[config.mk]
export PLATFORM = sky130hd
export DESIGN_NAME = pei_top
export DESIGN_NICKNAME = d
export VERILOG_FILES = /design/src/pkg/pei_pkg.sv /design/src/design/pei_axil_slave.sv /design/src/design/pei_top.sv
export VERILOG_INCLUDE_DIRS = /design/src /design/src/pkg
export SDC_FILE = /design/constraint.sdc
export NUM_CORES = 1
export LEC_CHECK = 0
export BUFFER_PORTS_ARGS = -buffer_cell sky130_fd_sc_hd__buf_2
export CAP_MARGIN = 10
export CORE_UTILIZATION = 40
export CTS_CLUSTER_DIAMETER = 100
export DETAILED_ROUTE_END_ITERATION = 7
export PLACE_DENSITY = 0.65
export SYNTH_ARGS = -nofsm -noshare
export SYNTH_HDL_FRONTEND = slang
export SYNTH_SLANG_ARGS = --single-unit
export TNS_END_PERCENT = 1
[constraint.sdc]
create_clock -name i_core_clk -period 2.25 [get_ports i_core_clk]
set_input_delay 0 -clock i_core_clk [delete_from_list [all_inputs] [get_ports i_core_clk]]
set_output_delay 0 -clock i_core_clk [all_outputs]
set_load 0.01 [all_outputs]
[src/pkg/pei_consts.svh]
// Offsets, field positions, reset values of the event interrupt registers
// Assumes inclusion by bare name from the design files
`ifndef PEI_CONSTS_SVH
`define PEI_CONSTS_SVH
// Register indices; byte address is four times the index
`define PEI_IDX_CTL    6'h11
`define PEI_IDX_A      6'h12
`define PEI_IDX_B      6'h13
// Reset values
`define PEI_CTL_RST    16'h0108
`define PEI_EVT_RST    16'h0000
// Writable bits of the control register
`define PEI_CTL_WMASK  16'hff1f
// Control bit positions
`define PEI_CTL_OUTEN  0
`define PEI_CTL_MIE    1
`define PEI_CTL_TEST   2
`define PEI_CTL_POL    3
// First register events, position in the pending byte
`define PEI_A_LQ       7
`define PEI_A_ED       6
`define PEI_A_LINK     5
`define PEI_A_SPEED    4
`define PEI_A_DUPLEX   3
`define PEI_A_ANDONE   2
`define PEI_A_FCHF     1
`define PEI_A_REHF     0
// Second register events, position in the pending byte
`define PEI_B_EEE      7
`define PEI_B_ANERR    6
`define PEI_B_PAGE     5
`define PEI_B_LOOPF    4
`define PEI_B_MDIX     3
`define PEI_B_SLEEP    2
`define PEI_B_POLWOL   1
`define PEI_B_JABBER   0
// Bus responses
`define PEI_RESP_OKAY  2'h0
`define PEI_RESP_SLV   2'h2
`endif

[src/pkg/pei_pkg.sv]
// Types shared by the event interrupt register block
// Assumes the consts header supplies all numeric values
package pei_pkg;
  typedef struct packed {
    logic        en;
    logic [11:0] addr;
    logic [31:0] data;
    logic [3:0]  strb;
  } pei_wr_t;
  typedef struct packed {
    logic        en;
    logic [11:0] addr;
  } pei_rd_t;
endpackage

[src/design/pei_axil_slave.sv]
// AXI4-Lite slave front end for the event interrupt registers
// Assumes one outstanding write and one outstanding read at a time
`timescale 1ns/1ps
`include "pei_consts.svh"
module pei_axil_slave (
  // Clock and reset
  input  wire logic             i_core_clk,
  input  wire logic             i_rst_n,
  // Write channels
  input  wire logic [11:0]      s_axi_awaddr,
  input  wire logic             s_axi_awvalid,
  output logic                  s_axi_awready,
  input  wire logic [31:0]      s_axi_wdata,
  input  wire logic [3:0]       s_axi_wstrb,
  input  wire logic             s_axi_wvalid,
  output logic                  s_axi_wready,
  output logic [1:0]            s_axi_bresp,
  output logic                  s_axi_bvalid,
  input  wire logic             s_axi_bready,
  // Read channels
  input  wire logic [11:0]      s_axi_araddr,
  input  wire logic             s_axi_arvalid,
  output logic                  s_axi_arready,
  output logic [31:0]           s_axi_rdata,
  output logic [1:0]            s_axi_rresp,
  output logic                  s_axi_rvalid,
  input  wire logic             s_axi_rready,
  // Register side
  output pei_pkg::pei_wr_t      o_wr,
  output pei_pkg::pei_rd_t      o_rd,
  input  wire logic             i_wr_err,
  input  wire logic [31:0]      i_rd_data,
  input  wire logic             i_rd_err
);
  logic        aw_full_q;
  logic        w_full_q;
  logic [11:0] awaddr_q;
  logic [31:0] wdata_q;
  logic [3:0]  wstrb_q;
  logic        bvalid_q;
  logic [1:0]  bresp_q;
  logic        rvalid_q;
  logic [1:0]  rresp_q;
  logic [31:0] rdata_q;
  wire         aw_take = s_axi_awvalid & ~aw_full_q;
  wire         w_take = s_axi_wvalid & ~w_full_q;
  wire         wr_fire = aw_full_q & w_full_q & ~bvalid_q;
  wire         rd_fire = s_axi_arvalid & ~rvalid_q;
  assign s_axi_awready = ~aw_full_q;
  assign s_axi_wready = ~w_full_q;
  assign s_axi_arready = ~rvalid_q;
  assign s_axi_bvalid = bvalid_q;
  assign s_axi_bresp = bresp_q;
  assign s_axi_rvalid = rvalid_q;
  assign s_axi_rresp = rresp_q;
  assign s_axi_rdata = rdata_q;
  assign o_wr = '{en: wr_fire, addr: awaddr_q, data: wdata_q, strb: wstrb_q};
  assign o_rd = '{en: rd_fire, addr: s_axi_araddr};
  always_ff @(posedge i_core_clk or negedge i_rst_n) begin
    if (!i_rst_n) begin
      aw_full_q <= 1'b0;
      w_full_q  <= 1'b0;
      awaddr_q  <= 12'h000;
      wdata_q   <= 32'h0000_0000;
      wstrb_q   <= 4'h0;
      bvalid_q  <= 1'b0;
      bresp_q   <= `PEI_RESP_OKAY;
    end else begin
      if (aw_take) begin
        aw_full_q <= 1'b1;
        awaddr_q  <= s_axi_awaddr;
      end else if (wr_fire) begin
        aw_full_q <= 1'b0;
      end
      if (w_take) begin
        w_full_q <= 1'b1;
        wdata_q  <= s_axi_wdata;
        wstrb_q  <= s_axi_wstrb;
      end else if (wr_fire) begin
        w_full_q <= 1'b0;
      end
      if (wr_fire) begin
        bvalid_q <= 1'b1;
        bresp_q  <= i_wr_err ? `PEI_RESP_SLV : `PEI_RESP_OKAY;
      end else if (s_axi_bready) begin
        bvalid_q <= 1'b0;
      end
    end
  end
  always_ff @(posedge i_core_clk or negedge i_rst_n) begin
    if (!i_rst_n) begin
      rvalid_q <= 1'b0;
      rresp_q  <= `PEI_RESP_OKAY;
      rdata_q  <= 32'h0000_0000;
    end else if (rd_fire) begin
      rvalid_q <= 1'b1;
      rresp_q  <= i_rd_err ? `PEI_RESP_SLV : `PEI_RESP_OKAY;
      rdata_q  <= i_rd_data;
    end else if (s_axi_rready) begin
      rvalid_q <= 1'b0;
    end
  end
endmodule

[src/design/pei_top.sv]
// Event status and enable registers with interrupt pin control
// Assumes event inputs are one-cycle pulses synchronous to i_core_clk
//
// Contract
// [RULE1] First register bit 15 latches on link quality change, clears on read.
// [RULE2] First register bit 14 latches on energy detect change, clears on read.
// [RULE3] First register bit 13 latches on link status change, clears on read.
// [RULE4] First register bit 12 latches on speed change, clears on read.
// [RULE5] First register bit 11 latches on duplex change, clears on read.
// [RULE6] First register bit 10 latches on negotiation complete, clears on read.
// [RULE7] First register bit 9 latches on false carrier half-full, clears on read.
// [RULE8] First register bit 8 latches on receive error half-full, clears on read.
// [RULE9] First register bits 7..0 enable the status bit eight above.
// [RULE10] Second register bit 15 latches on efficient-Ethernet error, clears on read.
// [RULE11] Second register bit 14 latches on negotiation error, clears on read.
// [RULE12] Second register bit 13 latches on page received, clears on read.
// [RULE13] Second register bit 12 latches on loopback FIFO over/underflow.
// [RULE14] Second register bit 11 latches on crossover status change.
// [RULE15] Second register bit 10 latches on sleep mode event.
// [RULE16] Second register bit 9 latches on inverted polarity or wake packet.
// [RULE17] Second register bit 8 latches on jabber, clears on read.
// [RULE18] Second register bits 7..0 enable the status bit eight above.
// [RULE19] Second register sits at index 13h and resets to zero.
// [RULE20] Event interrupts need the control master enable bit 1.
// [RULE21] Control bit 3 selects pin polarity; reset one gives idle high.
// [RULE22] Control bit 0 makes the shared pin an interrupt output.
// [RULE23] Control bit 2 forces a continuous interrupt for testing.
// [RULE24] Request asserts while any enabled bit is pending, gated by master.
// [RULE25] Read clears returned bits; same-cycle event stays pending.
//
// Design decision made here: register access over AXI4-Lite.
`timescale 1ns/1ps
`include "pei_consts.svh"
module pei_top (
  // Clock and reset
  input  wire logic        i_core_clk,
  input  wire logic        i_rst_n,
  // AXI4-Lite write
  input  wire logic [11:0] s_axi_awaddr,
  input  wire logic [2:0]  s_axi_awprot,
  input  wire logic        s_axi_awvalid,
  output logic             s_axi_awready,
  input  wire logic [31:0] s_axi_wdata,
  input  wire logic [3:0]  s_axi_wstrb,
  input  wire logic        s_axi_wvalid,
  output logic             s_axi_wready,
  output logic [1:0]       s_axi_bresp,
  output logic             s_axi_bvalid,
  input  wire logic        s_axi_bready,
  // AXI4-Lite read
  input  wire logic [11:0] s_axi_araddr,
  input  wire logic [2:0]  s_axi_arprot,
  input  wire logic        s_axi_arvalid,
  output logic             s_axi_arready,
  output logic [31:0]      s_axi_rdata,
  output logic [1:0]       s_axi_rresp,
  output logic             s_axi_rvalid,
  input  wire logic        s_axi_rready,
  // Event pulses
  input  wire logic [7:0]  i_evt_a,
  input  wire logic [7:0]  i_evt_b,
  input  wire logic        i_wol_evt,
  // Shared interrupt or power-down pin
  input  wire logic        i_irq_pd_pin,
  output logic             o_irq_pd_pin,
  output logic             o_irq_pd_pin_oe_n,
  // Internal status
  output logic             o_irq_req,
  output logic             o_powerdown_req
);
  pei_pkg::pei_wr_t wr;
  pei_pkg::pei_rd_t rd;
  logic [15:0]      ctl_q;
  logic [15:0]      ctl_d;
  logic [7:0]       pend_a_q;
  logic [7:0]       pend_a_d;
  logic [7:0]       en_a_q;
  logic [7:0]       en_a_d;
  logic [7:0]       pend_b_q;
  logic [7:0]       pend_b_d;
  logic [7:0]       en_b_q;
  logic [7:0]       en_b_d;
  logic             irq_q;
  logic             pin_q;
  logic             oe_n_q;
  logic             pd_q;

  // Word decode of a byte address
  function automatic logic at_idx(input logic [11:0] addr, input logic [5:0] idx);
    at_idx = (addr[11:8] == 4'h0) && (addr[7:2] == idx);
  endfunction

  // Write decode
  wire wr_ctl = wr.en & at_idx(wr.addr, `PEI_IDX_CTL);
  wire wr_a = wr.en & at_idx(wr.addr, `PEI_IDX_A);
  wire wr_b = wr.en & at_idx(wr.addr, `PEI_IDX_B);
  wire wr_hit = wr_ctl | wr_a | wr_b;
  wire [15:0] wdata16 = wr.data[15:0];
  wire [15:0] lane16 = {{8{wr.strb[1]}}, {8{wr.strb[0]}}};
  wire [15:0] ctl_wmask = `PEI_CTL_WMASK & lane16;

  // Read decode
  wire rd_ctl = rd.en & at_idx(rd.addr, `PEI_IDX_CTL);
  wire rd_a = rd.en & at_idx(rd.addr, `PEI_IDX_A);
  wire rd_b = rd.en & at_idx(rd.addr, `PEI_IDX_B);
  wire rd_hit = rd_ctl | rd_a | rd_b;

  // Read data, sixteen bits in the low half
  wire [15:0] reg_a = {pend_a_q, en_a_q};
  wire [15:0] reg_b = {pend_b_q, en_b_q};
  wire [15:0] rd_sel = rd_a ? reg_a : rd_b ? reg_b : rd_ctl ? ctl_q : 16'h0000;
  wire [31:0] rd_data = {16'h0000, rd_sel};

  // Event vectors; polarity and wake share one flag
  wire [7:0] evt_a = i_evt_a;
  wire [7:0] evt_b = i_evt_b | (i_wol_evt ? (8'h01 << `PEI_B_POLWOL) : 8'h00); // RULE16

  // Control register
  assign ctl_d = wr_ctl ? ((ctl_q & ~ctl_wmask) | (wdata16 & ctl_wmask)) : ctl_q;

  // Enable bytes
  assign en_a_d = (wr_a & wr.strb[0]) ? wdata16[7:0] : en_a_q; // RULE9
  assign en_b_d = (wr_b & wr.strb[0]) ? wdata16[7:0] : en_b_q; // RULE18

  // Pending bytes: read clears what it returns, a new event wins
  assign pend_a_d = (pend_a_q & ~{8{rd_a}}) | evt_a; // RULE1 RULE2 RULE3 RULE4 RULE5 RULE6 RULE7 RULE8 RULE25
  assign pend_b_d = (pend_b_q & ~{8{rd_b}}) | evt_b; // RULE10 RULE11 RULE12 RULE13 RULE14 RULE15 RULE17 RULE25

  // Interrupt request
  wire [7:0] hit_a = pend_a_q & en_a_q; // RULE9
  wire [7:0] hit_b = pend_b_q & en_b_q; // RULE18
  wire evt_irq = ctl_q[`PEI_CTL_MIE] & (|hit_a | |hit_b); // RULE20 RULE24
  wire irq_act = evt_irq | ctl_q[`PEI_CTL_TEST]; // RULE23
  wire pol_sel = ctl_q[`PEI_CTL_POL];
  wire pin_lvl = irq_act ^ pol_sel; // RULE21
  wire pin_is_irq = ctl_q[`PEI_CTL_OUTEN];

  always_ff @(posedge i_core_clk or negedge i_rst_n) begin
    if (!i_rst_n) begin
      ctl_q <= `PEI_CTL_RST;
    end else begin
      ctl_q <= ctl_d;
    end
  end

  always_ff @(posedge i_core_clk or negedge i_rst_n) begin
    if (!i_rst_n) begin
      {pend_a_q, en_a_q} <= `PEI_EVT_RST;
    end else begin
      pend_a_q <= pend_a_d;
      en_a_q   <= en_a_d;
    end
  end

  always_ff @(posedge i_core_clk or negedge i_rst_n) begin
    if (!i_rst_n) begin
      {pend_b_q, en_b_q} <= `PEI_EVT_RST; // RULE19
    end else begin
      pend_b_q <= pend_b_d;
      en_b_q   <= en_b_d;
    end
  end

  always_ff @(posedge i_core_clk or negedge i_rst_n) begin
    if (!i_rst_n) begin
      irq_q  <= 1'b0;
      pin_q  <= 1'b1;
      oe_n_q <= 1'b1;
      pd_q   <= 1'b0;
    end else begin
      irq_q  <= irq_act; // RULE24
      pin_q  <= pin_lvl; // RULE21
      oe_n_q <= ~pin_is_irq; // RULE22
      pd_q   <= ~pin_is_irq & ~i_irq_pd_pin; // RULE22
    end
  end

  assign o_irq_req = irq_q;
  assign o_irq_pd_pin = pin_q;
  assign o_irq_pd_pin_oe_n = oe_n_q;
  assign o_powerdown_req = pd_q;

  // Bus front end
  pei_axil_slave u_axil (
    .i_core_clk    (i_core_clk),
    .i_rst_n       (i_rst_n),
    .s_axi_awaddr  (s_axi_awaddr),
    .s_axi_awvalid (s_axi_awvalid),
    .s_axi_awready (s_axi_awready),
    .s_axi_wdata   (s_axi_wdata),
    .s_axi_wstrb   (s_axi_wstrb),
    .s_axi_wvalid  (s_axi_wvalid),
    .s_axi_wready  (s_axi_wready),
    .s_axi_bresp   (s_axi_bresp),
    .s_axi_bvalid  (s_axi_bvalid),
    .s_axi_bready  (s_axi_bready),
    .s_axi_araddr  (s_axi_araddr),
    .s_axi_arvalid (s_axi_arvalid),
    .s_axi_arready (s_axi_arready),
    .s_axi_rdata   (s_axi_rdata),
    .s_axi_rresp   (s_axi_rresp),
    .s_axi_rvalid  (s_axi_rvalid),
    .s_axi_rready  (s_axi_rready),
    .o_wr          (wr),
    .o_rd          (rd),
    .i_wr_err      (~wr_hit),
    .i_rd_data     (rd_data),
    .i_rd_err      (~rd_hit)
  );
endmodule

==> results.py <==
metrics = {
    "routing": {
        "drc": 0,
        "ant_nets": 0,
        "finalWirelength_um": 9500,
        "via_per_inst": 4.91,
        "num_vias": 3042,
        "wl_per_cell_um": 15.3,
        "firstDrtPassIters": 4,
        "drt_iter0_drc": 113,
    },
    "grt": {
        "grt_overflow_total": 0,
        "grt_pass1_vias": 3095,
        "grt_pass1_wl_um": 15700,
        "antenna_found_initial": 0,
        "grt_max_degree": 76,
        "groute.usage.overall": 0.186,
    },
    "critical_path": {
        "r2r-start": "u_axil.s_axi_rvalid$_DFFE_PN0P_",
        "critPathArrivalTime_ps": 2370,
        "cp-startpoint": "u_axil.s_axi_rvalid$_DFFE_PN0P_",
        "cpLargestDelayFamily": "buffers and inverters",
        "crit_chain": "inv_1 > nand2_1 > or3_1 > a211o_1 > dlygate4sd3_1",
        "crit_path_end": "pend_b_q[1]$_DFF_PN0_",
        "cp-start-kind": "flip-flop",
        "critPathMaxFanout": 8,
        "max_stage_delay_ps": 550,
        "critPathSlowestCell": "dlygate4sd3_1",
        "end_kind": "flip-flop",
        "required_ps": 2500,
        "cp_num_cells": 5,
        "rr_endpoint": "pend_b_q[1]$_DFF_PN0_",
        "worst-setup-path-type": "reg -> reg",
        "reg2reg_slack_ps": 130,
        "path_buf_inv": 2,
        "r2r_cells": 5,
    },
    "clock_tree": {
        "root_buffer": "clkbuf_8",
        "cts-htree-levels": 3,
        "cts_tree": "built",
        "cts_inserted_buffers": 9,
        "cts_buffer_depth": 2,
        "worst_skew_pair.late_latency_ps": 370,
        "clk_pin_slew_ps": 100,
        "cts_num_sinks": 99,
        "ctsResizeCount": 0,
    },
    "final_layout": {
        "fin_nets": 569,
        "seq_area_mm2": 0.00248,
        "n_antenna_cell": 0,
        "final_cell_mix": "dfrtp_1 (95), buf_2 (88), dlygate4sd3_1 (52), mux2_2 (49), nor2_1 (36)",
        "final_common_cell": "dfrtp_1",
        "fillers": 927,
        "area_growth_pct": 29.6,
        "drive_gt1_frac": 0.371,
        "multi_input_area_mm2": 0.00159,
    },
    "sta": {
        "worstMarginPinSlew_ps": 602,
        "period_needed_ps": 2120,
        "finClkSkew_ps": 13.8,
        "slew_violations": 0,
        "relSlewSlack": 0.598,
        "max_freq_mhz": 472,
        "period_share": 0.941,
        "final.setup.worst_slack_ps": 132,
        "hold_viol": 0,
        "rsz0062_at_grt": "false",
        "tns_ps": 0,
        "setup_violations": 0,
    },
    "power_and_ir_drop": {
        "p_per_area_mw_per_mm2": 798,
        "leakagePower_nw": 2.59,
        "peakVddDrop_mv": 0.518,
    },
    "yosys": {
        "ys_seq_area_frac": 0.586,
        "synth-edff-count": 0,
        "syn_area_mm2": 0.00424,
        "ys_types": 35,
        "synth.avg_cell_area_um2": 12.5,
        "synth-main-ff-cell": "dfrtp_1",
        "synth-async-reset-ratio": 1.00,
        "synthCells": 338,
        "yosys_warnings": 0,
        "ys_seq_elements": 99,
    },
    "die": {
        "fp.dieW_um": 105,
        "core_mm2": 0.0103,
        "start_util": 0.412,
        "num_rows": 37,
        "die_area_mm2": 0.0110,
        "num_io_pins": 136,
        "die_h_um": 105,
    },
    "placed_design": {
        "dp_slack_ps": 326,
        "gp_congestion": 0.810,
        "hpwl_um": 6440,
        "port-buffer-count": 89,
    },
    "min_path": {
        "worstHoldStart": "s_axi_araddr[9]",
        "hp-class": "in -> reg",
        "worstHoldPathCells": 5,
    },
    "run_status": {
        "status": "completed",
    },
    "flow_run": {
        "timing.max_cap.violations": 0,
    },
}
==> power by group <==
part	switching (mW)	leakage, nW	internal [mW]	total [mW]
Sequential	0.254	1.21	2.11	2.36
Combinational	0.349	1.28	0.490	0.839
Clock	0.649	0.101	0.532	1.18
==> per-stage QoR <==
stage               power (mW)  instances  instance area [um2]  hold slack [ps]   util
CTS                       4.44        619                 5490             28.1  0.534
floorplan                 2.89        355                 4300             -296      -
detailed placement        3.19        551                 4770            -73.0  0.464
global route              4.63        619                 5490             62.4  0.534
global placement          3.14        551                 4770            -79.6  0.464
finish                    4.38        619                 5490             39.2  0.534
==> cells by family after synthesis <==
logic type             after synthesis  synth area share
AO/OA/AOI/OAI                       58            0.0974
multiplexers                        60             0.166
other                                1          0.000885
flip-flops                          99             0.586
buffers and inverters               40            0.0543
XOR/XNOR                             1           0.00207
AND/OR/NAND/NOR                     79            0.0942
==> how the worst min path moves through the flow <==
| stage | endpoint | slack, ps |
|---|---|---|
| floorplan | asynchronous set/reset pin | -300 |
| global placement | u_axil.wdata_q[5]$_DFFE_PN0P_ | -80 |
| detailed placement | u_axil.wdata_q[5]$_DFFE_PN0P_ | -70 |
| CTS | u_axil.s_axi_rresp[1]$_DFFE_PN0P_ | 30 |
| global route | u_axil.s_axi_rresp[1]$_DFFE_PN0P_ | 60 |
| finish | u_axil.s_axi_rresp[1]$_DFFE_PN0P_ | 40 |
==> final cells by class <==
cell class              count  area share
repair buffers            147       0.187
inverters                   5     0.00342
clock inverters             7      0.0148
well taps                 136      0.0310
clock buffers               9      0.0226
multi-input cells         216       0.290
flip-flops and latches     99       0.452
==> worst register-to-register path, stage by stage (launching register included) <==
cell and delay (ps):
dfrtp_1 390, inv_1 140, nand2_1 90, or3_1 510, a211o_1 340, dlygate4sd3_1 550
==> what timing repair did <==
action | CTS | global route
endpoints found under the hold margin | 149 | 0
buffers inserted | 0 | 0
hold buffers | 52 | 0
==> layer usage <==
| metal | part of all wire | GRT usage |
|---|---|---|
| met1 | 0.44 | 0.239 |
| met2 | 0.49 | 0.312 |
| met3 | 0.054 | 0.0387 |
| met4 | 0.015 | 0.0644 |
| met5 | 0 | 0 |
==> synth_stat cells, types with 2 or more instances <==
cell	instances	area share
dfrtp_1	95	0.56
mux2_2	49	0.13
nor2_1	36	0.032
nand2_1	23	0.020
buf_4	18	0.032
a21o_1	16	0.028
a21oi_1	13	0.015
o41ai_1	13	0.027
clkbuf_1	12	0.011
mux2_4	8	0.028
o21ai_0	7	0.0083
inv_1	5	0.0044
a221oi_1	4	0.0083
a22o_1	4	0.0083
buf_2	4	0.0047
dfstp_2	4	0.025
and2_1	3	0.0044
mux2i_1	3	0.0071
nand4_1	3	0.0044
nor2b_1	2	0.0030
nor4_2	2	0.0059
No activity file was read; power rests on OpenSTA's default activity.
